--- src/core/sblp_pkg.sv ---
package sblp_pkg;

  // ==========================================================================
  // Handshake bytes
  localparam logic [7:0] ACK_BYTE = 8'hCC;
  localparam logic [7:0] NAK_BYTE = 8'h33;
  localparam logic [7:0] PAD_BYTE = 8'h00;

  // ==========================================================================
  // Command codes and their packet lengths
  localparam logic [7:0] CMD_PING     = 8'h20;
  localparam logic [7:0] CMD_DOWNLOAD = 8'h21;
  localparam logic [7:0] CMD_RUN      = 8'h22;
  localparam logic [7:0] CMD_STATUS   = 8'h23;
  localparam logic [7:0] CMD_DATA     = 8'h24;
  localparam logic [7:0] CMD_RESET    = 8'h25;
  localparam logic [7:0] LEN_SHORT    = 8'h03;
  localparam logic [7:0] LEN_DOWNLOAD = 8'h0B;
  localparam logic [7:0] LEN_RUN      = 8'h07;
  localparam logic [7:0] LEN_HEADER   = 8'h02;

  // ==========================================================================
  // Buffer sizing: command byte plus at most nine more bytes; data packets carry at most eight
  localparam int         PAYLOAD_MAX   = 10;
  localparam logic [7:0] DATA_MAX      = 8'h08;

  // ==========================================================================
  // Last-command status codes (values are implementation defined)
  localparam logic [7:0] STAT_SUCCESS  = 8'h40;
  localparam logic [7:0] STAT_UNKNOWN  = 8'h41;
  localparam logic [7:0] STAT_INVALID  = 8'h42;
  localparam logic [7:0] STAT_BAD_SIZE = 8'h43;
  localparam logic [7:0] STAT_RESET    = 8'h00;

  // ==========================================================================
  // Synchronous port framing
  localparam logic CLOCK_PHASE    = 1'b1;
  localparam logic CLOCK_POLARITY = 1'b1;

  // ==========================================================================
  // Action held back until the acknowledge byte has left
  localparam logic [2:0] PEND_NONE  = 3'h0;
  localparam logic [2:0] PEND_PROG  = 3'h1;
  localparam logic [2:0] PEND_RUN   = 3'h2;
  localparam logic [2:0] PEND_RST   = 3'h3;
  localparam logic [2:0] PEND_REPLY = 3'h4;

  // ==========================================================================
  // Main sequencer states
  typedef enum logic [8:0] {
    S_IDLE     = 9'h001,
    S_SUM      = 9'h002,
    S_DATA     = 9'h004,
    S_CHECK    = 9'h008,
    S_ERASE    = 9'h010,
    S_ACK      = 9'h020,
    S_PROG     = 9'h040,
    S_REPLY    = 9'h080,
    S_HOST_ACK = 9'h100
  } sblp_state_t;

endpackage

--- src/core/sblp_fifo.sv ---
`timescale 1ns/100ps

module sblp_fifo #(
  parameter int WIDTH = 8,
  parameter int DEPTH = 4
) (
  // Clock and reset
  input  wire logic             i_clock,
  input  wire logic             i_rst_n,
  // Fill side
  input  wire logic             i_in_valid,
  input  wire logic [WIDTH-1:0] i_in_data,
  output      logic             o_in_ready,
  // Drain side
  output      logic             o_out_valid,
  output      logic [WIDTH-1:0] o_out_data,
  input  wire logic             i_out_ready
);

  localparam int AW = $clog2(DEPTH);

  typedef struct packed {
    logic [DEPTH-1:0][WIDTH-1:0] mem;
    logic [AW-1:0]               wp;
    logic [AW-1:0]               rp;
    logic [AW:0]                 cnt;
    logic                        full;
    logic                        empty;
  } sblp_fifo_st_t;

  sblp_fifo_st_t r, n;
  logic          push;
  logic          pop;

  // ==========================================================================
  // Next state; flags are registered so ready comes straight from a flop
  always_comb begin
    n    = r;
    push = i_in_valid && !r.full;
    pop  = i_out_ready && !r.empty;
    if (push) begin
      n.mem[r.wp] = i_in_data;
      n.wp        = (r.wp == AW'(DEPTH - 1)) ? '0 : r.wp + 1'b1;
    end
    if (pop) begin
      n.rp = (r.rp == AW'(DEPTH - 1)) ? '0 : r.rp + 1'b1;
    end
    n.cnt   = r.cnt + {{AW{1'b0}}, push} - {{AW{1'b0}}, pop};
    n.full  = (n.cnt == (AW+1)'(DEPTH));
    n.empty = (n.cnt == '0);
  end

  // State register
  always_ff @(posedge i_clock or negedge i_rst_n) begin
    if (!i_rst_n) begin
      r       <= '0;
      r.empty <= 1'b1;
      // Reads as full in reset so no byte is offered to a buffer that drops it
      r.full  <= 1'b1;
    end else begin
      r <= n;
    end
  end

  assign o_in_ready  = !r.full;
  assign o_out_valid = !r.empty;
  assign o_out_data  = r.mem[r.rp];

endmodule

--- src/core/sblp_loader.sv ---
`timescale 1ns/100ps

module sblp_loader #(
  parameter int FIFO_DEPTH = 4
) (
  // Clock and reset
  input  wire logic        i_clock,
  input  wire logic        i_rst_b,
  // Received bytes from the serial port
  input  wire logic        i_rx_valid,
  input  wire logic [7:0]  i_rx_data,
  output      logic        o_rx_ready,
  // Bytes to the serial port
  output      logic        o_tx_valid,
  output      logic [7:0]  o_tx_data,
  input  wire logic        i_tx_ready,
  // Baud pattern detected by the serial port
  input  wire logic        i_baud_lock,
  // Flash engine
  output      logic        o_erase_valid,
  output      logic        o_prog_valid,
  output      logic [31:0] o_flash_addr,
  output      logic [31:0] o_flash_size,
  output      logic [7:0]  o_prog_data,
  input  wire logic        i_flash_done,
  // Execution control
  output      logic        o_run_valid,
  output      logic [31:0] o_run_addr,
  output      logic        o_soft_reset,
  // Port setup and state
  output      logic        o_clock_phase,
  output      logic        o_clock_polarity,
  output      logic [7:0]  o_status
);

  import sblp_pkg::*;

  typedef struct packed {
    sblp_state_t                   state;
    logic [7:0]                    len;
    logic [7:0]                    remain;
    logic [7:0]                    sum;
    logic [7:0]                    calc;
    logic [7:0]                    cnt;
    logic [PAYLOAD_MAX-1:0][7:0]   pbuf;
    logic [2:0]                    pend;
    logic [7:0]                    status;
    logic [7:0]                    reply;
    logic [1:0]                    rep_idx;
    logic [7:0]                    prog_idx;
    logic                          dl_active;
    logic [31:0]                   prog_addr;
    logic [31:0]                   prog_left;
    logic                          sync_pend;
    logic                          tx_valid;
    logic [7:0]                    tx_data;
    logic                          erase_valid;
    logic                          prog_valid;
    logic [31:0]                   flash_addr;
    logic [31:0]                   flash_size;
    logic [7:0]                    prog_data;
    logic                          run_valid;
    logic [31:0]                   run_addr;
    logic                          soft_reset;
    logic                          phase;
    logic                          polarity;
  } sblp_st_t;

  sblp_st_t    r, n;
  logic [1:0]  rst_sync_r;
  logic        rst_n;
  logic        f_valid;
  logic [7:0]  f_data;
  logic        f_ready;
  logic [7:0]  cmd;
  logic [7:0]  nbytes;
  logic [31:0] arg_a;
  logic [31:0] arg_b;

  // ==========================================================================
  // Reset release through two flops
  always_ff @(posedge i_clock or negedge i_rst_b) begin
    if (!i_rst_b) begin
      rst_sync_r <= 2'b00;
    end else begin
      rst_sync_r <= {rst_sync_r[0], 1'b1};
    end
  end
  assign rst_n = rst_sync_r[1];

  // ==========================================================================
  // Receive buffer; its full flag stalls the serial port
  sblp_fifo #(
    .WIDTH (8),
    .DEPTH (FIFO_DEPTH)
  ) u_rx_fifo (
    .i_clock     (i_clock),
    .i_rst_n     (rst_n),
    .i_in_valid  (i_rx_valid),
    .i_in_data   (i_rx_data),
    .o_in_ready  (o_rx_ready),
    .o_out_valid (f_valid),
    .o_out_data  (f_data),
    .i_out_ready (f_ready)
  );

  // Parameter fields of the buffered payload, MSB first
  assign cmd    = r.pbuf[0];
  assign arg_a  = {r.pbuf[1], r.pbuf[2], r.pbuf[3], r.pbuf[4]};
  assign arg_b  = {r.pbuf[5], r.pbuf[6], r.pbuf[7], r.pbuf[8]};
  assign nbytes = r.cnt - 8'h01;

  // ==========================================================================
  // Sequencer
  always_comb begin
    n            = r;
    f_ready      = 1'b0;
    n.run_valid  = 1'b0;
    n.soft_reset = 1'b0;
    // A lock pulse in the clearing cycle is kept
    n.sync_pend  = r.sync_pend | i_baud_lock;
    unique case (r.state)
      S_IDLE: begin
        f_ready = 1'b1;
        // Only the baud answer can be in flight here
        if (r.tx_valid && i_tx_ready) begin
          n.tx_valid = 1'b0;
        end else if (!r.tx_valid && r.sync_pend) begin
          n.tx_valid  = 1'b1;
          n.tx_data   = ACK_BYTE;
          n.sync_pend = i_baud_lock;
        end
        // Leading zeros are padding, not a length
        if (f_valid && f_data != PAD_BYTE) begin
          n.len  = f_data;
          n.calc = 8'h00;
          n.cnt  = 8'h00;
          n.pbuf = '0;
          if (f_data < LEN_HEADER) begin
            n.pend     = PEND_NONE;
            n.status   = STAT_BAD_SIZE;
            n.tx_valid = 1'b1;
            n.tx_data  = NAK_BYTE;
            n.state    = S_ACK;
          end else begin
            n.state = S_SUM;
          end
        end
      end
      S_SUM: begin
        f_ready = 1'b1;
        if (f_valid) begin
          n.sum    = f_data;
          n.remain = r.len - LEN_HEADER;
          n.state  = (r.len == LEN_HEADER) ? S_CHECK : S_DATA;
        end
      end
      S_DATA: begin
        f_ready = 1'b1;
        if (f_valid) begin
          n.calc   = r.calc + f_data;
          n.remain = r.remain - 8'h01;
          // Oversized packets still drain but only the head is kept
          if (r.cnt < 8'(PAYLOAD_MAX)) begin
            n.pbuf[r.cnt[3:0]] = f_data;
          end
          if (r.cnt != 8'hFF) begin
            n.cnt = r.cnt + 8'h01;
          end
          if (r.remain == 8'h01) begin
            n.state = S_CHECK;
          end
        end
      end
      S_CHECK: begin
        n.pend     = PEND_NONE;
        n.tx_valid = 1'b1;
        n.state    = S_ACK;
        if (r.calc != r.sum) begin
          // Bad packet: no state of the command is touched
          n.tx_data = NAK_BYTE;
        end else begin
          // Good reception, whatever the command turns out to be
          n.tx_data = ACK_BYTE;
          n.status  = STAT_SUCCESS;
          unique case (cmd)
            CMD_PING: begin
              if (r.len != LEN_SHORT) n.status = STAT_BAD_SIZE;
            end
            CMD_STATUS: begin
              if (r.len == LEN_SHORT) begin
                n.reply = r.status;
                n.pend  = PEND_REPLY;
              end else begin
                n.status = STAT_BAD_SIZE;
              end
            end
            CMD_DOWNLOAD: begin
              if (r.len == LEN_DOWNLOAD) begin
                n.prog_addr   = arg_a;
                n.prog_left   = arg_b;
                n.dl_active   = (arg_b != 32'h0000_0000);
                n.flash_addr  = arg_a;
                n.flash_size  = arg_b;
                n.erase_valid = 1'b1;
                n.tx_valid    = 1'b0;
                n.state       = S_ERASE;
              end else begin
                n.status    = STAT_BAD_SIZE;
                n.dl_active = 1'b0;
              end
            end
            CMD_DATA: begin
              if (!r.dl_active) begin
                n.status = STAT_INVALID;
              end else if (nbytes > DATA_MAX) begin
                n.status = STAT_BAD_SIZE;
              end else if (32'(nbytes) > r.prog_left) begin
                n.status = STAT_BAD_SIZE;
              end else if (nbytes != 8'h00) begin
                n.pend = PEND_PROG;
              end
            end
            CMD_RUN: begin
              if (r.len == LEN_RUN) begin
                n.run_addr = arg_a;
                n.pend     = PEND_RUN;
              end else begin
                n.status = STAT_BAD_SIZE;
              end
            end
            CMD_RESET: begin
              if (r.len == LEN_SHORT) n.pend = PEND_RST;
              else n.status = STAT_BAD_SIZE;
            end
            default: n.status = STAT_UNKNOWN;
          endcase
        end
      end
      S_ERASE: begin
        // Acknowledge held back until the erase completes
        if (i_flash_done) begin
          n.erase_valid = 1'b0;
          n.tx_valid    = 1'b1;
          n.tx_data     = ACK_BYTE;
          n.state       = S_ACK;
        end
      end
      S_ACK: begin
        if (i_tx_ready) begin
          n.tx_valid = 1'b0;
          n.state    = S_IDLE;
          unique case (r.pend)
            PEND_PROG: begin
              n.prog_idx   = 8'h01;
              n.prog_valid = 1'b1;
              n.flash_addr = r.prog_addr;
              n.prog_data  = r.pbuf[1];
              n.state      = S_PROG;
            end
            PEND_RUN: n.run_valid = 1'b1;
            PEND_RST: n.soft_reset = 1'b1;
            PEND_REPLY: begin
              n.tx_valid = 1'b1;
              n.tx_data  = LEN_SHORT;
              n.rep_idx  = 2'd0;
              n.state    = S_REPLY;
            end
            default: n.pend = PEND_NONE;
          endcase
        end
      end
      S_PROG: begin
        // Address advances only for bytes of an accepted packet
        if (i_flash_done) begin
          n.prog_addr = r.prog_addr + 32'h0000_0001;
          n.prog_left = r.prog_left - 32'h0000_0001;
          if (r.prog_left == 32'h0000_0001) begin
            n.dl_active = 1'b0;
          end
          if (r.prog_idx == nbytes) begin
            n.prog_valid = 1'b0;
            n.state      = S_IDLE;
          end else begin
            n.prog_idx   = r.prog_idx + 8'h01;
            n.flash_addr = r.prog_addr + 32'h0000_0001;
            n.prog_data  = r.pbuf[4'(r.prog_idx + 8'h01)];
          end
        end
      end
      S_REPLY: begin
        // Next byte loads in the accept cycle so the packet has no gap
        if (i_tx_ready) begin
          n.rep_idx = r.rep_idx + 2'd1;
          if (r.rep_idx == 2'd2) begin
            n.tx_valid = 1'b0;
            n.state    = S_HOST_ACK;
          end else begin
            n.tx_data = r.reply;
          end
        end
      end
      S_HOST_ACK: begin
        // Either answer closes the exchange; a retry comes as a new command
        f_ready = 1'b1;
        if (f_valid && f_data != PAD_BYTE) begin
          n.state = S_IDLE;
        end
      end
      default: n.state = S_IDLE;
    endcase
  end

  // ==========================================================================
  // State register
  always_ff @(posedge i_clock or negedge rst_n) begin
    if (!rst_n) begin
      r          <= '0;
      r.state    <= S_IDLE;
      r.status   <= STAT_RESET;
      r.pend     <= PEND_NONE;
      r.phase    <= CLOCK_PHASE;
      r.polarity <= CLOCK_POLARITY;
    end else begin
      r <= n;
    end
  end

  // ==========================================================================
  // Outputs, all taken from the state register
  assign o_tx_valid       = r.tx_valid;
  assign o_tx_data        = r.tx_data;
  assign o_erase_valid    = r.erase_valid;
  assign o_prog_valid     = r.prog_valid;
  assign o_flash_addr     = r.flash_addr;
  assign o_flash_size     = r.flash_size;
  assign o_prog_data      = r.prog_data;
  assign o_run_valid      = r.run_valid;
  assign o_run_addr       = r.run_addr;
  assign o_soft_reset     = r.soft_reset;
  assign o_clock_phase    = r.phase;
  assign o_clock_polarity = r.polarity;
  assign o_status         = r.status;

endmodule

--- config.mk ---
export PLATFORM = sky130hd
export DESIGN_NAME = sblp_loader
export DESIGN_NICKNAME = d
export VERILOG_FILES = /design/src/core/sblp_pkg.sv /design/src/core/sblp_fifo.sv /design/src/core/sblp_loader.sv
export SDC_FILE = /design/constraint.sdc
export NUM_CORES = 1
export LEC_CHECK = 0
export BUFFER_PORTS_ARGS = -buffer_cell sky130_fd_sc_hd__buf_2
export CORE_ASPECT_RATIO = 1.2
export CORE_MARGIN = 3
export CORE_UTILIZATION = 50
export DETAILED_ROUTE_END_ITERATION = 10
export HOLD_SLACK_MARGIN = 0.15
export PLACE_DENSITY_LB_ADDON = 0.12
export SLEW_MARGIN = 30
export SYNTH_ARGS = -nofsm -noshare
export SYNTH_HDL_FRONTEND = slang
export SYNTH_SLANG_ARGS = --single-unit
--- constraint.sdc ---
create_clock -name i_clock -period 11.4 [get_ports i_clock]
set_clock_uncertainty 0.05 [all_clocks]
set_input_delay 1.71 -clock i_clock [delete_from_list [all_inputs] [get_ports i_clock]]
set_output_delay 1.71 -clock i_clock [all_outputs]
set_load 0.01 [all_outputs]
* Word-level counts from Yosys, hierarchy flattened
Index checks and enable logic that the tools add are counted.
W data, S select, Z words.
** Word-level totals
- Register bits after elaboration :: 384
- Bits in latches :: 0
- Memory bits (writable) :: 0
- Memory bits (read-only) :: 0
- Output and inout port bits :: 128
- Logic and storage cells :: 294
- Memories :: 0
** Cells by class
- Add/sub/neg operators :: 13
- Multipliers :: 0
- Div/mod/pow operators :: 0
- Order comparisons :: 10
- Equal/unequal tests :: 56
- Shift-type cells :: 0
- Multiplexer cells :: 119
- Bitwise gates (word level) :: 3
- Reductions and logical operators :: 48
** Operator list (count)
- $mux W64 :: 4
- $pmux W96 S2 :: 1
- $mux W9 :: 16
- $mux W65 :: 2
- $pmux W65 S2 :: 1
- $mux W8 :: 16
- $mux W107 :: 1
- $mux W33 :: 3
- $mux W96 :: 1
- $pmux W32 S3 :: 1
- $pmux W9 S9 :: 1
- $bwmux W80 :: 1
- $mux W80 :: 1
- $pmux W8 S2 :: 5
- $mux W73 :: 1
- $eq A8 B6 Y1 const B :: 6
- $pmux W9 S5 :: 1
- $ne A2 B2 Y1 const B :: 20
- $pmux W8 S5 :: 1
- $reduce_and A5 Y1 :: 7
- $add A32 B1 Y32 const B :: 1
- $bmux W8 S4 :: 1
- $bwmux W32 :: 1
- $demux W8 S4 :: 1
- other kinds (74) :: 155

* Depth between registers and ports, before layout
Gate-level depths: netlist of the first run.
- Word-level depth :: 9
- Depth in mapped cells :: 15
- Gate-level depth less buffers :: 13

* Cells and area by module
From an unflattened synthesis of the first run, not the netlist that was laid out.
** Unflattened totals
- Cells, all modules :: 2036
- Area, all modules :: 20748.6 um^2
** Modules (own cells, without submodules)
- sblp_loader :: times used 1, cells an instance 1921, area an instance 18690.4 um^2, seq. area each 8334.2 um^2
- sblp_fifo :: times used 1, cells an instance 115, area an instance 2058.2 um^2, seq. area each 1028.5 um^2

* Worst setup path before layout of the first run
No wires, ideal clock.
- Kind :: in2reg
- Start :: input i_tx_ready
- End :: register r (netlist bit o_flash_addr[0])
- Setup time :: 0.118 ns
- Data arrival time :: 3.236 ns
- Slack :: 7.996 ns
- Stages on the path :: 8
- Path buffers :: 2
- Cells stage by stage :: clkbuf_1 -> nor4bb_1 -> a2bb2oi_1 -> nor2_2 -> a31oi_1 -> o211ai_2 -> clkbuf_1 -> a21o_1
** On the way
- Word-level cells in the longest chain between the ends :: 2
** RTL lines
- start, declared :: RTL line sblp_loader.sv:16 : input wire logic i_tx_ready,
- $ne A2 B2 Y1 (no line)
- $reduce_and A8 Y1 (no line)
- end signal, assigned :: RTL line sblp_loader.sv:325 : r <= n;
- end, declared :: RTL line sblp_loader.sv:69 : sblp_st_t r, n;
Every way passes these cells.
A chain may end at the register's enable or synchronous reset.

==> impl_table.tex, run 1 <==
\begin{tabular}{lr}
\hline
Metric & Value \\
\hline
\multicolumn{2}{l}{\textbf{Cells and area}} \\
\quad Most common cell after layout, fill and taps aside & sky130\_fd\_sc\_hd\_\_dfrtp\_1 \\
\quad Antenna diode instance count & 0 \\
\quad Post-layout net count & approximately 2200 \\
\quad Proportion of layout cells with a drive suffix above 1 & 0.188 \\
\quad Commonest cells after routing, fill and taps aside & sky130\_fd\_sc\_hd\_\_dfrtp\_1 (370), sky130\_fd\_sc\_hd\_\_nand2\_1 (248), sky130\_fd\_sc\_hd\_\_o21ai\_0 (200) \\
\quad Filler cell count & between 3000 and 4000 \\
\quad Layout Utilization & 0.546 \\
\quad Syn-to-layout area delta & 7.90\% \\
\multicolumn{2}{l}{\textbf{STA}} \\
\quad Slew HR & 0.361 \\
\quad Final hold violations & 0 \\
\quad Post-route fraction of the period consumed by the critical path & 0.345 \\
\quad Count of final max-slew check failures & 0 \\
\quad Final setup fails & 0 \\
\quad Unrepaired setup endpoints after global routing & no \\
\quad Setup TNS after final layout & 0 ps \\
\quad Peak clock frequency supported by timing & between 200 and 300 MHz \\
\quad Clock period minus worst slack & $\sim$3900 ps \\
\quad Slew at the pin closest to its max-slew limit & 956 ps \\
\multicolumn{2}{l}{\textbf{Synth}} \\
\quad Synthesized flop and latch total & between 300 and 400 \\
\quad Number of cells produced by synthesis & 2149 \\
\quad Number of warnings issued by yosys & 0 \\
\quad Largest family of logic cells by synthesized area & compound AO/OA/AOI/OAI gates \\
\quad Register area share after synthesis & 0.453 \\
\quad Share of cell area taken by muxes after synthesis & 0.0986 \\
\quad Post-synth top area share & 0.449 \\
\quad Share of the synthesized area in compound gates (AO/OA/AOI/OAI) & 0.164 \\
\quad Synthesized cell area & approximately 0.021 sq mm \\
\quad Xor/xnor cell area share of the yosys netlist & 0.0283 \\
\quad Share of synthesized cell area in full adder, half adder and majority cells & 0.0231 \\
\quad Share of synthesized flip-flops with an asynchronous set or reset & 1.00 \\
\quad Post-synth EDFFs & 0 \\
\quad Cell type with the highest aggregate area in the netlist & sky130\_fd\_sc\_hd\_\_dfrtp\_1 \\
\quad Area share of and/or/nand/nor cells after synthesis & 0.155 \\
\quad Most instantiated flip-flop cell in the synthesis netlist & sky130\_fd\_sc\_hd\_\_dfrtp\_1 \\
\quad Area contributors post-synth & sky130\_fd\_sc\_hd\_\_dfrtp\_1 (45\%), sky130\_fd\_sc\_hd\_\_mux2\_2 (6.4\%), sky130\_fd\_sc\_hd\_\_o21ai\_0 (4.8\%), sky130\_fd\_sc\_hd\_\_buf\_4 (4.7\%), sky130\_fd\_sc\_hd\_\_nand2\_1 (4.5\%) \\
\quad Syn Area/Cell & approximately 9.6 sq um \\
\quad Count of unique library cells instantiated by Yosys & between 80 and 90 \\
\multicolumn{2}{l}{\textbf{CTS}} \\
\quad Later-pin clock latency in the skew report & 580 ps \\
\quad Count of clock tree sinks & 374 \\
\quad Clock buffer depth & 3 \\
\quad Clock tree from TritonCTS & built \\
\quad Clk slew on worst S/H paths & $\sim$60 ps \\
\quad Total CTS buffers & 41 \\
\quad Post-cts repair resize count & 0 \\
\quad Cts hold-fix bufs & 0 \\
\quad Number of post-CTS setup repair buffers & 0 \\
\quad Clock Root Buffer & sky130\_fd\_sc\_hd\_\_clkbuf\_16 \\
\quad Total number of H-tree levels & 2 \\
\multicolumn{2}{l}{\textbf{Power and ir drop}} \\
\quad Overall Power & between 4000 and 5000 uW \\
\quad Static leakage & roughly 0.0098 uW \\
\quad Largest voltage drop on the vdd net & 0.000177 V \\
\quad Total power divided by cell area & roughly 210 mW/mm\^{}2 \\
\multicolumn{2}{l}{\textbf{Global route}} \\
\quad Total grt overflow & 0 \\
\quad Maximum number of pins on one net before global-route repair & 173 \\
\quad Initial antenna violation count & 0 \\
\quad First-pass GRT wire length & just under 90 mm \\
\quad Via count of the first global-routing pass & roughly 16000 \\
\quad All-layer global routing usage & 0.258 \\
\multicolumn{2}{l}{\textbf{Critical path}} \\
\quad Critical path cell sequence & or3\_1 -> nor3\_1 -> and3\_1 -> nor3\_1 -> nor2\_1 -> ha\_1 -> inv\_1 -> ha\_1 -> inv\_1 -> fa\_1 -> xnor2\_1 -> xnor2\_1 -> nor3b\_1 \\
\quad Data arrival time of the critical path & approximately 4400 ps \\
\quad Max incr delay on CP & around 570 ps \\
\quad Crit. End Element & flip-flop \\
\quad Critical-path cell with the highest stage delay & sky130\_fd\_sc\_hd\_\_and3\_1 \\
\quad Worst setup path startpoint & r[341]\$\_DFFE\_PN0P\_ \\
\quad Crit start category & flip-flop \\
\quad Worst r2r src & r[341]\$\_DFFE\_PN0P\_ \\
\quad Internal reg-to-reg setup slack & around 7500 ps \\
\quad Startpoint-to-endpoint class of the critical path & reg2reg \\
\quad Peak fanout along the critical path & 14 \\
\quad Data required time at the worst endpoint & about 12000 ps \\
\multicolumn{2}{l}{\textbf{Routing}} \\
\quad Routed wire length & roughly 57 mm \\
\quad Detailed-route vias per instance & approximately 6.0 \\
\quad Via total after detailed routing & 16100 \\
\quad Wire length per cell & about 21 um \\
\quad Remaining DRCs & 0 \\
\quad Number of design-rule violations left by the first detailed-router iteration & 1118 \\
\quad Pre-Repair DR Iteration Count & 8 \\
\quad Number of antenna-violating nets in the routed design & 0 \\
\multicolumn{2}{l}{\textbf{Placement}} \\
\quad HPWL reported at the end of detailed placement & approximately 40 mm \\
\quad Final estimated routing congestion in global placement & $\sim$0.9 \\
\quad Number of I/O port buffers & between 100 and 150 \\
\multicolumn{2}{l}{\textbf{Floorplanning}} \\
\quad Starting density of the core & 0.506 \\
\quad Floorplan die area & 0.0438 sq mm \\
\quad Area of the core region & between 0.04 and 0.05 sq mm \\
\quad \# IOs & 142 \\
\quad Width of the chip & between 150 and 200 um \\
\quad Die Y-Extent & roughly 230 um \\
\quad Floorplan row count & 81 \\
\multicolumn{2}{l}{\textbf{Status}} \\
\quad Run status & complete, no violations \\
\multicolumn{2}{l}{\textbf{Run}} \\
\quad Total of max-cap violations & 0 \\
\multicolumn{2}{l}{\textbf{Min path}} \\
\quad Hold Crit Class & reg2async \\
\hline
\end{tabular}
-- critical path: cells and delay by family, from the launching register on --
family	cells	cell delay, ps
and+or+nand+nor	6	1980
adders and majority gates	3	770
DFF	1	540
xor gates and xnor gates	2	390
buffers and inverters	2	110
-- state kept, by name (all words and copies together), names as in the netlist, 8 cells and up --
name	cells
o_flash_addr	32
r	139
o_flash_size	32
arg_b	32
u_rx_fifo.r	41
cmd	8
o_tx_data	8
arg_a	32
o_prog_data	8
o_run_addr	32
-- metal layers --
| layer | vias up | GRT usage | part of all wire |
|---|---|---|---|
| met2 | 486 | 0.426 | 0.49 |
| met1 | 7974 | 0.336 | 0.41 |
| li1 | 7550 | - | - |
| met5 | - | 0 | 0 |
| met4 | 0 | 0.103 | 0.039 |
| met3 | 104 | 0.0469 | 0.059 |
-- through the flow --
step | setup WS (ps) | instance area [sq um] | cells | hold WS, ps
after global placement | 7520 | 20800 | 2600 | 260
after global routing | 7140 | 22300 | 2677 | 282
after floorplan | 160 | 20700 | 2155 | 281
after detailed placement | 7480 | 20800 | 2601 | 263
final | 7460 | 22300 | 2677 | 249
after CTS | 7460 | 22200 | 2674 | 270
-- power breakdown --
| group | switching (uW) | internal [uW] |
|---|---|---|
| registers | 243 | 1560 |
| logic | 903 | 616 |
| clock network | 556 | 841 |
| total | 1700 | 3020 |
-- cell type report --
type                    instances  area, sq um  area share
clock buffers                  57         1190      0.0532
multi-input cells            1495         9780       0.438
well taps                     539          674      0.0302
flip-flops and latches        374         9370       0.420
clock inverters                16          224      0.0100
inverters                      40          150     0.00673
repair buffers                156          932      0.0418
-- synth_stat cells (all sizes together), types with 11 or more instances --
library cell	count
a31oi	47
o21ai	236
nor4	37
o22ai	18
nand4	23
a22oi	20
or4	12
and3	20
nor3b	12
nor2	150
nand3	43
nand2b	13
clkbuf	91
dfrtp	371
nor3	55
inv	40
o31ai	30
nor2b	11
mux2	125
nand2	252
xnor2	35
buf	155
xor2	19
a21o	15
or3	14
mux4	24
a21oi	123
o22a	11
o21a	11
ha	35
-- cells by family (layout without fill, tap and decap cells) --
kind of cell | after synthesis | count (layout)
AOI/OAI and AO/OA | 567 | 567
xor gates and xnor gates | 59 | 59
adders and majority gates | 37 | 37
buffers and inverters | 286 | 269
DFF | 374 | 374
muxes | 158 | 158
other | 2 | 8
and+or+nand+nor | 666 | 666
-- final timing paths --
check | cells after the start | endpoint
setup / recovery | 13 | u_rx_fifo.r[1]$_DFF_PN1_
hold / removal | 0 | o_flash_size[6]$_DFFE_PN0P_
setup reg to reg | 13 | u_rx_fifo.r[1]$_DFF_PN1_
hold reg to reg | 0 | o_flash_size[6]$_DFFE_PN0P_
max in group asynchronous | 2 | r[334]$_DFFE_PN1P_
min in group i_clock | 0 | rst_sync_r[1]$_DFF_PN0_
Power figures use the tool's default switching activity.
==> run 2: changes to the inputs <==
==> constraint.sdc (replaced) <==
create_clock -name i_clock -period 4 [get_ports i_clock]
set_clock_uncertainty 0.05 [all_clocks]
set_input_delay 0.6 -clock i_clock [delete_from_list [all_inputs] [get_ports i_clock]]
set_output_delay 0.6 -clock i_clock [all_outputs]
set_load 0.01 [all_outputs]
==> impl_table.tex, run 2 (synthesis gave the netlist of run 1 again) <==
\begin{tabular}{lr}
\hline
Metric & Value \\
\hline
\multicolumn{2}{l}{\textbf{Cells and area}} \\
\quad Commonest cells after routing, fill and taps aside & sky130\_fd\_sc\_hd\_\_dfrtp\_1 (370), sky130\_fd\_sc\_hd\_\_nand2\_1 (248), sky130\_fd\_sc\_hd\_\_o21ai\_0 (200) \\
\quad Reg with most FFs & r \\
\quad Layout Utilization & 0.550 (+0.00355) \\
\quad Most common cell after layout, fill and taps aside & sky130\_fd\_sc\_hd\_\_dfrtp\_1 \\
\quad Syn-to-layout area delta & 8.60\% \\
\quad Proportion of layout cells with a drive suffix above 1 & 0.196 (+0.00715) \\
\quad Max reg flops & 139 (unchanged) \\
\quad Regs by FF count & r x139, u\_rx\_fifo.r x41 \\
\quad Post-layout net count & 2183 (+1.1\%) \\
\quad Sequential Area & 0.00937 sq mm (unchanged) \\
\quad Antenna diode instance count & 0 (unchanged) \\
\quad Combined area of the multi-input logic cells & 0.00976 sq mm (-0.24\%) \\
\quad Filler cell count & 3674 (+0.57\%) \\
\multicolumn{2}{l}{\textbf{Placement}} \\
\quad HPWL reported at the end of detailed placement & 40.8 mm (+3.5\%) \\
\quad Number of I/O port buffers & 134 (unchanged) \\
\quad Final estimated routing congestion in global placement & 0.918 (+1.7\%) \\
\multicolumn{2}{l}{\textbf{CTS}} \\
\quad Count of clock tree sinks & 374 (unchanged) \\
\quad Clock buffer depth & 3 (unchanged) \\
\quad Clock Root Buffer & sky130\_fd\_sc\_hd\_\_clkbuf\_16 \\
\quad Clock tree from TritonCTS & built \\
\quad Clk slew on worst S/H paths & 70 ps (about the same) \\
\quad Total CTS buffers & 40 (-2.4\%) \\
\quad Post-cts repair resize count & 0 (unchanged) \\
\quad Total number of H-tree levels & 2 (unchanged) \\
\quad Later-pin clock latency in the skew report & 570 ps (about the same) \\
\multicolumn{2}{l}{\textbf{Floorplanning}} \\
\quad Starting density of the core & 0.506 (unchanged) \\
\quad \# IOs & 142 (unchanged) \\
\quad Width of the chip & 192 um (unchanged) \\
\quad Floorplan row count & 81 (unchanged) \\
\quad Die Y-Extent & 229 um (unchanged) \\
\quad Floorplan die area & 0.0438 sq mm (unchanged) \\
\quad Area of the core region & 0.0408 sq mm (unchanged) \\
\multicolumn{2}{l}{\textbf{Routing}} \\
\quad Via total after detailed routing & 16200 (+0.51\%) \\
\quad Number of design-rule violations left by the first detailed-router iteration & 1253 (+12\%) \\
\quad Pre-Repair DR Iteration Count & 5 (-3) \\
\quad Number of antenna-violating nets in the routed design & 0 (unchanged) \\
\quad Detailed-route vias per instance & 6.01 (-0.20\%) \\
\quad Wire length per cell & 21.3 um (+0.70\%) \\
\quad Routed wire length & 57.5 mm (+1.4\%) \\
\quad Remaining DRCs & 0 (unchanged) \\
\multicolumn{2}{l}{\textbf{STA}} \\
\quad Final hold violations & 0 (unchanged) \\
\quad Peak clock frequency supported by timing & 279 MHz (+10\%) \\
\quad Unrepaired setup endpoints after global routing & no \\
\quad Slew HR & 0.433 (+0.0715) \\
\quad Count of final max-slew check failures & 0 (unchanged) \\
\quad Clock period minus worst slack & 3580 ps (-357 ps) \\
\quad Post-route fraction of the period consumed by the critical path & 0.895 (+0.550) \\
\quad Setup TNS after final layout & 0 ps (unchanged) \\
\quad Slew at the pin closest to its max-slew limit & 846 ps (-110 ps) \\
\quad Final setup fails & 0 (unchanged) \\
\multicolumn{2}{l}{\textbf{Critical path}} \\
\quad Delay-heaviest family, CP & simple AND/OR/NAND/NOR gates \\
\quad Crit. End Element & flip-flop \\
\quad Most Frequent Cell on Critical Path & sky130\_fd\_sc\_hd\_\_ha\_1 \\
\quad Crit start category & flip-flop \\
\quad Critical path cell sequence & inv\_1 -> ha\_1 -> or3b\_2 -> nor3\_1 -> xor2\_1 -> ha\_1 -> nand2\_1 -> o21a\_1 -> a21o\_1 -> a311oi\_1 -> nor4\_1 -> nor3b\_1 -> o32a\_1 \\
\quad Peak fanout along the critical path & 10 (-4) \\
\quad Max incr delay on CP & 500 ps (-70 ps) \\
\quad Data arrival time of the critical path & 4040 ps (-310 ps) \\
\quad Bufs and invs on worst path & 1 (-1) \\
\quad Critical-path cell with the highest stage delay & sky130\_fd\_sc\_hd\_\_dfrtp\_1 \\
\quad Startpoint-to-endpoint class of the critical path & reg2reg \\
\quad Data required time at the worst endpoint & 4460 ps (-7360 ps) \\
\multicolumn{2}{l}{\textbf{Power and ir drop}} \\
\quad Total power divided by cell area & 605 mW/mm\^{}2 (+190\%) \\
\quad Largest voltage drop on the vdd net & 0.000596 V (+240\%) \\
\quad Static leakage & 0.00992 uW (+1.2\%) \\
\multicolumn{2}{l}{\textbf{Status}} \\
\quad Run status & complete, no violations \\
\multicolumn{2}{l}{\textbf{Global route}} \\
\quad Initial antenna violation count & 0 (unchanged) \\
\quad Via count of the first global-routing pass & 16000 (+2.8\%) \\
\quad Total grt overflow & 0 (unchanged) \\
\quad All-layer global routing usage & 0.263 (+0.00430) \\
\quad Maximum number of pins on one net before global-route repair & 121 (-30\%) \\
\quad First-pass GRT wire length & 91.0 mm (+2.2\%) \\
\multicolumn{2}{l}{\textbf{Run}} \\
\quad Total of max-cap violations & 0 (unchanged) \\
\multicolumn{2}{l}{\textbf{Min path}} \\
\quad Hold Crit Class & in2reg \\
\hline
\end{tabular}
run 2: cell types whose count changed in the layout (fill, tap and decap cells not counted), moves of 3 or more:
cell and change:
sky130_fd_sc_hd__clkbuf_8 +3, sky130_fd_sc_hd__buf_16 -3, sky130_fd_sc_hd__clkbuf_1 -4, sky130_fd_sc_hd__clkinv_2 -5, sky130_fd_sc_hd__buf_4 +27
run 2: what timing repair did:
item,4_1_cts,5_1_grt
setup buffers,0,0
endpoints found under the setup margin,0,0
endpoints found under the hold margin,2,0
hold buffers,1,0
run 2: path summary, 6_finish.rpt:
| kind | startpoint | endpoint | slack, ps | depth (start not counted) |
|---|---|---|---|---|
| max | r[294]$_DFFE_PN0P_ | o_status[0]$_DFFE_PN0P_ | 420 | 13 |
| min | i_baud_lock | r[119]$_DFF_PN0_ | 190 | 2 |
| max reg2reg | r[294]$_DFFE_PN0P_ | o_status[0]$_DFFE_PN0P_ | 420 | 13 |
| min reg2reg | rst_sync_r[1]$_DFF_PN0_ | arg_b[2]$_DFFE_PN0P_ | 230 | 0 |
| max in group asynchronous | rst_sync_r[1]$_DFF_PN0_ | o_run_addr[0]$_DFFE_PN0P_ | 2620 | 1 |
| min in group asynchronous | rst_sync_r[1]$_DFF_PN0_ | arg_b[2]$_DFFE_PN0P_ | 230 | 0 |
run 2: per-layer routing:
layer / GRT usage / part of all wire / vias to the layer above
met5: 0 / 0 / -
met4: 0.105 / 0.040 / 0
met3: 0.0311 / 0.052 / 119
met2: 0.447 / 0.49 / 495
met1: 0.341 / 0.41 / 7989
li1: - / - / 7593
run 2: area by class of cell:
type	count	share of cell area
clock inverter	11	0.00992
clock buffer	56	0.0540
multi-input combinational	1495	0.434
tap	539	0.0300
timing repair buffer	181	0.0479
sequential	374	0.417
inverter	40	0.00668
run 2: through the flow:
stage / worst slack (ps) / hold slack [ps] / power, uW / area, sq um / instances
5_1_grt: 148 / 200 / 14400 / 22500 / 2696
4_1_cts: 443 / 164 / 13700 / 22500 / 2696
3_5_place_dp: 469 / 244 / 9570 / 21000 / 2628
3_3_place_gp: 595 / 241 / 9440 / 21000 / 2628
6_report: 420 / 192 / 13600 / 22500 / 2696
2_1_floorplan: 267 / 254 / 8390 / 20700 / 2155
run 2: power by group:
group          internal [uW]  total (uW)  leakage, uW  switching (uW)
Combinational           1790        4400      0.00425            2610
Sequential              4440        5120      0.00496             677
Clock                   2490        4080     0.000704            1580
Total                   8720       13600      0.00992            4870
